### src/include/lcis_pkg.sv
// shared constants and types for the link controller interrupt/status block
package lcis_pkg;

    // register select value for the main control/status register
    localparam logic [2:0] CSR_ZERO_SEL = 3'h0;

    // bit positions in the main control/status register
    localparam int BIT_IRQ_ENABLE = 9;
    localparam int BIT_IRQ_FLAG   = 8;
    localparam int BIT_CAUSE_LO   = 1;
    localparam int BIT_CAUSE_HI   = 7;
    localparam int BIT_ZERO       = 0;

    localparam int  REG_WIDTH      = 16;
    localparam int  CAUSE_WIDTH    = 7;

    // reset values
    localparam logic       IRQ_ENABLE_RST = 1'h0;
    localparam logic [6:0] CAUSE_RST      = 7'h00;
    localparam logic       STOPPED_RST    = 1'h1;

    // memory ready time-out, in system clock cycles
    localparam int MEM_TIMEOUT_CYC = 256;
    localparam int MEM_CNT_WIDTH   = 9;

    // cause flags in register order, bit 7 down to bit 1
    typedef struct packed {
        logic mem_timeout_err;
        logic missed_frame;
        logic rx_fifo_overrun;
        logic tx_fifo_underrun;
        logic provider_prim_event;
        logic tx_done_event;
        logic rx_done_event;
    } lcis_cause_t;

    // protocol side effects requested from the frame engine
    typedef struct packed {
        logic release_bus;
        logic rx_off;
        logic tx_off;
        logic rx_ring_clear;
        logic send_rnr;
        logic send_rr;
        logic rx_fifo_flush;
        logic reuse_rx_bufs;
        logic tx_abort;
    } lcis_action_t;

endpackage

### src/design/lcis_irq_status.sv
// interrupt and event-status logic of the main control/status register
//
// Contract
// RL1 - pin low when enable and flag set
// RL2 - pin high whenever enable is zero
// RL3 - enable read/write, cleared by stop, reset
// RL4 - flag is OR of seven causes
// RL5 - flag falls when causes cleared
// RL6 - memory error after 256 cycles without ready
// RL7 - memory error releases bus, stops receiver, transmitter
// RL8 - missed frame sets flag, clears ring active
// RL9 - missed frame: local busy, RNR; clear: RR
// RL10 - overrun sets flag, flushes fifo, reuses buffers
// RL11 - transmit underrun aborts frame, sets flag
// RL12 - primitive update sets provider event flag
// RL13 - transmit descriptor update sets done flag
// RL14 - receive descriptor update sets done flag
// RL15 - device sets causes; host writes one clears
// RL16 - bit zero reads as zero always
// RL17 - host stop primitive halts dma activity; stop here only clears causes, enable, local busy and the time-out wait
// RL18 - timeout counter restarts; simultaneous causes independent
module lcis_irq_status #(
    parameter int TIMEOUT_CYC = lcis_pkg::MEM_TIMEOUT_CYC
) (
    input  wire logic                 sys_clk_in,
    input  wire logic                 resetn_in,
    // register port
    input  wire logic [2:0]           reg_sel_in,
    input  wire logic                 reg_wr_in,
    input  wire logic [15:0]          reg_wdata_in,
    output logic [15:0]               reg_rdata_out,
    // primitive processing
    input  wire logic                 stop_prim_in,
    input  wire logic                 start_prim_in,
    // bus master memory cycle
    input  wire logic                 bus_master_in,
    input  wire logic                 mem_addr_drive_in,
    input  wire logic                 mem_ready_in,
    // frame engine events
    input  wire logic                 link_established_in,
    input  wire logic                 missed_frame_in,
    input  wire logic                 rx_has_data_in,
    input  wire logic                 rx_fifo_full_in,
    input  wire logic                 tx_in_frame_in,
    input  wire logic                 tx_empty_in,
    input  wire logic                 tx_fifo_empty_in,
    input  wire logic                 prim_reg_updated_in,
    input  wire logic                 tx_desc_updated_in,
    input  wire logic                 rx_desc_updated_in,
    // outputs
    output logic                      irq_n_out,
    output logic                      local_busy_out,
    output lcis_pkg::lcis_action_t    action_out
);

    logic                  irq_enable_q;
    logic                  irq_enable_d;
    lcis_pkg::lcis_cause_t cause_q;
    lcis_pkg::lcis_cause_t cause_d;
    lcis_pkg::lcis_cause_t cause_set;
    lcis_pkg::lcis_cause_t cause_clr;
    logic                  stopped_q;
    logic                  ready_meta_q;
    logic                  ready_sync_q;
    logic                  wait_q;
    logic [lcis_pkg::MEM_CNT_WIDTH-1:0] cnt_q;
    logic                  local_busy_q;
    logic [15:0]           rdata_q;
    lcis_pkg::lcis_action_t action_q;

    // register select decode, shared by write strobe and read image
    function automatic logic sel_is_csr(input logic [2:0] s);
        return s == lcis_pkg::CSR_ZERO_SEL;
    endfunction

    // shared-stop: bus reset is handled by the synchronous reset path
    wire csr_wr      = reg_wr_in && sel_is_csr(reg_sel_in);
    wire irq_flag    = |cause_q;                                                        // [RL4] [RL5]
    wire timeout_hit = wait_q && !ready_sync_q
                       && (cnt_q == lcis_pkg::MEM_CNT_WIDTH'(TIMEOUT_CYC - 1));           // [RL6]
    wire overrun     = rx_has_data_in && rx_fifo_full_in;                               // [RL10]
    wire underrun    = tx_in_frame_in && tx_empty_in && tx_fifo_empty_in;              // [RL11]
    wire miss_clear  = csr_wr && reg_wdata_in[lcis_pkg::BIT_CAUSE_LO + 5] && cause_q.missed_frame;

    // event sources, each captured on its own bit
    assign cause_set.mem_timeout_err     = timeout_hit;                                 // [RL6] [RL18]
    assign cause_set.missed_frame        = missed_frame_in;                             // [RL8]
    assign cause_set.rx_fifo_overrun     = overrun;                                     // [RL10]
    assign cause_set.tx_fifo_underrun    = underrun;                                    // [RL11]
    assign cause_set.provider_prim_event = prim_reg_updated_in;                         // [RL12]
    assign cause_set.tx_done_event       = tx_desc_updated_in;                          // [RL13]
    assign cause_set.rx_done_event       = rx_desc_updated_in;                          // [RL14]

    // write one to clear; zero leaves a flag alone
    assign cause_clr = csr_wr ? reg_wdata_in[lcis_pkg::BIT_CAUSE_HI:lcis_pkg::BIT_CAUSE_LO]
                              : lcis_pkg::CAUSE_RST;                                    // [RL15]
    // set wins over a clear in the same cycle; stop clears all
    assign cause_d = stop_prim_in ? lcis_pkg::CAUSE_RST
                                  : ((cause_q & ~cause_clr) | cause_set);               // [RL15] [RL18]

    // enable ignores writes of one while stopped
    assign irq_enable_d = stop_prim_in ? 1'h0
                        : csr_wr ? (reg_wdata_in[lcis_pkg::BIT_IRQ_ENABLE] && !stopped_q)
                        : irq_enable_q;                                                 // [RL3]

    always_ff @(posedge sys_clk_in) begin
        if (!resetn_in) begin
            irq_enable_q <= lcis_pkg::IRQ_ENABLE_RST;
            cause_q      <= lcis_pkg::CAUSE_RST;
            stopped_q    <= lcis_pkg::STOPPED_RST;
        end else begin
            irq_enable_q <= irq_enable_d;                                               // [RL3]
            cause_q      <= cause_d;                                                    // [RL15]
            if (stop_prim_in) begin
                stopped_q <= 1'h1;
            end else if (start_prim_in) begin
                stopped_q <= 1'h0;
            end
        end
    end

    // ready pin crosses in through two flops
    always_ff @(posedge sys_clk_in) begin
        if (!resetn_in) begin
            ready_meta_q <= 1'h0;
            ready_sync_q <= 1'h0;
        end else begin
            ready_meta_q <= mem_ready_in;
            ready_sync_q <= ready_meta_q;
        end
    end

    // memory time-out counter
    always_ff @(posedge sys_clk_in) begin
        if (!resetn_in) begin
            wait_q <= 1'h0;
            cnt_q  <= '0;
        end else if (stop_prim_in || !bus_master_in || ready_sync_q || timeout_hit) begin
            wait_q <= 1'h0;                                                             // [RL18]
            cnt_q  <= '0;
        end else if (mem_addr_drive_in) begin
            wait_q <= 1'h1;                                                             // [RL18]
            cnt_q  <= '0;
        end else if (wait_q) begin
            cnt_q  <= cnt_q + 1'h1;                                                     // [RL6]
        end
    end

    // local busy state around a missed frame
    always_ff @(posedge sys_clk_in) begin
        if (!resetn_in) begin
            local_busy_q <= 1'h0;
        end else if (stop_prim_in) begin
            local_busy_q <= 1'h0;
        end else if (missed_frame_in && link_established_in) begin
            local_busy_q <= 1'h1;                                                       // [RL9]
        end else if (miss_clear) begin
            local_busy_q <= 1'h0;                                                       // [RL9]
        end
    end

    // action pulses to the frame engine, registered one cycle after their events
    always_ff @(posedge sys_clk_in) begin
        if (!resetn_in) begin
            action_q <= '0;
        end else begin
            action_q.release_bus   <= timeout_hit;                                      // [RL7]
            action_q.rx_off        <= timeout_hit;                                      // [RL7]
            action_q.tx_off        <= timeout_hit;                                      // [RL7]
            action_q.rx_ring_clear <= missed_frame_in;                                  // [RL8]
            action_q.send_rnr      <= missed_frame_in && link_established_in
                                      && !local_busy_q;                                 // [RL9]
            action_q.send_rr       <= miss_clear && local_busy_q
                                      && !(missed_frame_in && link_established_in);     // [RL9]
            action_q.rx_fifo_flush <= overrun;                                          // [RL10]
            action_q.reuse_rx_bufs <= overrun;                                          // [RL10]
            action_q.tx_abort      <= underrun;                                         // [RL11]
        end
    end

    // register read image
    always_ff @(posedge sys_clk_in) begin
        if (!resetn_in) begin
            rdata_q <= 16'h0000;
        end else if (sel_is_csr(reg_sel_in)) begin
            rdata_q <= {6'h00, irq_enable_q, irq_flag, cause_q, 1'h0};                  // [RL16]
        end else begin
            rdata_q <= 16'h0000;
        end
    end

    assign irq_n_out      = !(irq_enable_q && irq_flag);                                // [RL1] [RL2]
    assign reg_rdata_out  = rdata_q;
    assign local_busy_out = local_busy_q;
    assign action_out     = action_q;
endmodule

### config.mk
export PLATFORM = sky130hd
export DESIGN_NAME = lcis_irq_status
export DESIGN_NICKNAME = d
export VERILOG_FILES = /design/src/include/lcis_pkg.sv /design/src/design/lcis_irq_status.sv
export SDC_FILE = /design/constraint.sdc
export NUM_CORES = 1
export LEC_CHECK = 0
export ABC_CLOCK_PERIOD_IN_PS = 3460
export BUFFER_PORTS_ARGS = -buffer_cell sky130_fd_sc_hd__buf_2
export CORE_AREA = 2 2 67 69
export CTS_BUF_LIST = sky130_fd_sc_hd__clkbuf_8 sky130_fd_sc_hd__clkbuf_16
export DETAILED_ROUTE_END_ITERATION = 6
export DIE_AREA = 0 0 69 71
export MAX_ROUTING_LAYER = met4
export PLACE_DENSITY_LB_ADDON = 0.25
export SLEW_MARGIN = 20
export SYNTH_ARGS = -nofsm -noshare
export SYNTH_HDL_FRONTEND = slang
export SYNTH_SLANG_ARGS = --single-unit
### constraint.sdc
create_clock -name sys_clk_in -period 3.46 [get_ports sys_clk_in]
set_clock_uncertainty 0.15 [all_clocks]
set_input_delay 0.173 -clock sys_clk_in [delete_from_list [all_inputs] [get_ports sys_clk_in]]
set_output_delay 0.173 -clock sys_clk_in [all_outputs]
set_load 0.02 [all_outputs]
* Yosys cells after proc, flatten, opt, wreduce, memory -nomap -nowiden *
Index checks and enable logic that the tools add are counted.

word-level totals
  register bits = 44
  bits of input ports = 37
  output and inout bits = 27
  word-level logic and storage cells = 61

operators by class
  add/sub/neg operators = 1
  equal/unequal tests = 1
  muxes and demuxes = 3
  bitwise operators = 4
  reductions and logical operators = 30

operators with widths
  cell                                                                   count
  1-bit logical AND                                                      14
  9-bit by 1-bit adder with 9-bit output, second input constant          1
  9-bit by 8-bit equality test with 1-bit output, second input constant  1
  7-bit bitwise AND                                                      1
  7-bit 2-to-1 mux                                                       1
  7-bit NOT                                                              1
  7-bit bitwise OR                                                       1
  7-bit OR reduction                                                     1
  1-bit logical NOT                                                      6
  2-bit OR reduction                                                     2
  3-bit logical NOT                                                      1
  1-bit logical OR                                                       3
  3-bit OR reduction                                                     1
  1-bit 2-to-1 mux                                                       2
  2-bit AND reduction                                                    1
  2-bit nonzero test                                                     1
  1-bit NOT                                                              1

* Logic depth before layout (Yosys ltp) *
  depth after elaboration = 6
  gate-level depth with buffers = 7
  depth with buffers taken out = 7

* Worst setup path after synthesis *
OpenSTA, ideal clock, no wires.

  path type = flip-flop to output port
  from = register cause_q[2] (netlist name)
  to = output irq_n_out
  data arrival time = 1253 ps
  setup slack = 1884 ps
  stages on the path, launching flop included = 4
  path buffers = 0
  cell sequence = dfxtp_1 -> or4_1 -> nor4_1 -> nand2b_1

between the ends
  word-level cells in the longest chain between the ends = 3

RTL lines
  item                    line                    source
  start, declared         lcis_irq_status.sv:58   lcis_pkg::lcis_cause_t cause_q;
  start signal, assigned  lcis_irq_status.sv:109  cause_q <= lcis_pkg::CAUSE_RST;
  start signal, assigned  lcis_irq_status.sv:113  cause_q <= cause_d;
  7-bit OR reduction      lcis_irq_status.sv:78   wire irq_flag = |cause_q;
  1-bit logical AND       lcis_irq_status.sv:192  assign irq_n_out = !(irq_enable_q && irq_flag);
  1-bit logical NOT       lcis_irq_status.sv:192
  end, declared           lcis_irq_status.sv:51   output logic irq_n_out,

Every way passes these cells.

* Worst setup path in the final report *
Ends and elaborated chain as after synthesis.

==> run_results.csv <==
group,metric,value,unit
clock_tree,cts_tree,"done",
flow_run,maxCapViolations,0,
setup_path,regToRegEndpoint,"cause_q[6]",
global_routing,grt_pass1_vias,1076,
route,viasPerCell,4.443,
sta,finalCriticalPeriod,2026,ps
global_routing,grt_pass1_wl,4719,um
sta,slew_headroom,43.44,%
floorplanning,start_util,33.33,%
place,dp.cells,242,
layout,finalNetCount,250,
pwr,power_density,430.8,mW/mm2
global_routing,overflow,0,
setup_path,path_class,"reg -> out",
floorplanning,die_h,71,um
layout,layout_commonest_cell,"buf_2",
sta,finalHoldViolations,0,
hold_path,hold_start,"prim_reg_updated_in",
clock_tree,htree_levels,2,
sta,tightest_slew,841.9,ps
global_routing,antenna_found_initial,0,
route,first_pass_iters,4,
hold_path,min-delay-path-class,"in -> reg",
pwr,p_int,0.6089,mW
hold_path,hold_end,"cause_q[2]",
layout,postLayoutCellArea,0.001868,mm2
floorplanning,ios,64,
pwr,clock_power_share,37.2,%
logic_synthesis,synth.area.mux_share,0.7143,%
pwr,p_leak,0.8691,nW
pwr,combPwrFrac,8.4,%
setup_path,cp_max_fo,3,
layout,diodes,0,
outcome,status,"finished clean",
setup_path,r2r_cells,7,
route,drc,0,
logic_synthesis,syn_inst,150,
logic_synthesis,synthFlopType,"dfxtp_1",
floorplanning,core_area,0.004204,mm2
floorplanning,row_count,24,
setup_path,worstPathArrival,1700,ps
sta,clock.fmax,0.4936,GHz
sta,rsz0062_at_grt,"false",
logic_synthesis,synthXorXnorAreaFrac,2.500,%
place,gp_congestion,0.7315,
route,ant_nets,0,
global_routing,grt_usage,12.74,%
logic_synthesis,ys_seq_area_share,52.86,%
logic_synthesis,async_flop_share,0,%
sta,period_share,58.55,%
setup_path,crit_path_end_kind,"primary output",
setup_path,r2r_slack,1760,ps
place,place_area,0.001637,mm2
setup_path,crit_start,"cause_q[2]",
pwr,vdd_drop_max,0.2033,mV
layout,final_cells,264,
logic_synthesis,ys_warn_count,0,
global_routing,grt_max_degree,16,
pwr,p_sw,0.1959,mW
sta,tns,0,ps
logic_synthesis,syn_area,0.001401,mm2
place,port_buffers,48,
logic_synthesis,yosys_register_bits,37,
layout,syn2layout_area_growth,33.30,%
floorplanning,die_x,69,um
setup_path,r2r_start,"cnt_q[0]",
setup_path,critPathLaunchType,"flip-flop",
route,drt-total-wl,2826,um
route,routedWlPerCell,10.70,um
place,dp_hpwl,2045,um
logic_synthesis,synth_edf_count,0,
layout,final_cell_mix,"buf_2, dfxtp_1, nor2_1",
sta,holdWs,10.12,ps
route,drtIter0Drc,85,
clock_tree,clock_path_buffers,2,
sta,setup_viol,0,
logic_synthesis,avgSynthCellArea,9.342,um2
clock_tree,clk_pin_slew,70,ps
logic_synthesis,synth_compound_area_share,9.732,%
floorplanning,dieArea,0.004899,mm2
layout,post_route_cells_drive_above_1_share,28.30,%
setup_path,required,3140,ps
pwr,seqPwrFrac,54.4,%
hold_path,hold_path_depth,3,
sta,finalMaxSlewViolations,0,
clock_tree,clk-insertion-delay-late,290,ps
clock_tree,cts.sinks,37,
logic_synthesis,synth_top_family_by_area,"simple AND/OR/NAND/NOR gates",
logic_synthesis,synth.distinct_cells,35,
clock_tree,cts-buffers-inserted,5,
logic_synthesis,synth_adder_area_share,1.786,%
clock_tree,post-cts-setup-buffers,0,
layout,final_util,44.43,%
route,vias,1173,
clock_tree,clock-root-buffer,"clkbuf_8",
pwr,switching_share,24.34,%
logic_synthesis,synthSimpleGateAreaFrac,22.59,%
==> layer usage <==
layer  track usage, %  wire length, um
met5                -                0
met2            19.23             1350
met3            4.131              137
met1            14.97             1280
met4            7.190               57
==> worst max-delay path by stage <==
stage	endpoint	slack, ps	cells after the start
global placement	irq_n_out	1710	4
floorplan	irq_n_out	1880	3
CTS	irq_n_out	1390	4
detailed placement	irq_n_out	1720	4
finish	irq_n_out	1430	4
global route	irq_n_out	1280	4
==> synth_stat cells (all sizes together) (2+ instances only) <==
cell type   n  area [um2]
or3         3       18.77
nand2       7       26.28
inv        11       41.29
nor2       15       56.30
ha          2       25.02
a311oi      3       26.28
and3        8       50.05
nand2b      2       12.51
dfxtp      37       740.7
a21oi       9       45.04
and2        2       12.51
nand3b      2       18.77
nand3       5       25.02
clkbuf      2       7.510
xor2        3       26.28
nand4       4       25.02
buf        12       85.08
o21ai       8       40.03
nor3        3       20.02
==> critical path, stage by stage, from the launching register on <==
cell,delay [ps]
dfxtp_1,320
or4_1,540
nor4_1,250
nand2b_1,150
buf_2,150
==> what timing repair did <==
action / in CTS / in global routing
hold buffers: 14 / 0
hold endpoints to repair: 9 / 0
gates resized for setup: 0 / 0
==> logic make-up (layout without fill, tap and decap cells) <==
| group | after synthesis | in the layout |
|---|---|---|
| other cells | 1 | 7 |
| simple gates | 57 | 57 |
| buf+inv | 25 | 81 |
| flops | 37 | 37 |
| xor+xnor | 4 | 4 |
| compound gates | 23 | 23 |
| mux | 1 | 1 |
| fa+ha+maj | 2 | 2 |
==> power groups by stage <==
stage | registers [mW] | clock network, mW | logic, mW
floorplan | 0.450 | 0 | 0.0349
global placement | 0.448 | 0 | 0.0560
detailed placement | 0.448 | 0 | 0.0564
CTS | 0.438 | 0.313 | 0.0680
global route | 0.439 | 0.331 | 0.0763
finish | 0.438 | 0.299 | 0.0674
==> through the flow <==
step | power (mW) | worst slack [ps]
after floorplan | 0.4850 | 1884
after global placement | 0.5039 | 1712
after detailed placement | 0.5045 | 1716
after CTS | 0.8186 | 1392
after global routing | 0.8466 | 1284
final | 0.8048 | 1434
==> flip-flops by register name, summed over array words and instances, names as in the netlist <==
name / cells
ready_meta_q: 1
cause_q: 7
wait_q: 1
reg_rdata_out: 9
irq_enable_q: 1
ready_sync_q: 1
local_busy_out: 1
cnt_q: 9
action_out: 6
stopped_q: 1
==> cell type report <==
type	instances	area (um2)
Fill cell	432	2336
Multi-Input combinational cell	94	549.3
Clock buffer	5	68.82
Tap cell	52	65.06
Sequential cell	37	740.7
Inverter	11	41.29
Timing Repair Buffer	62	380.4
Clock inverter	3	22.52
(Power assumes the default switching activity.)
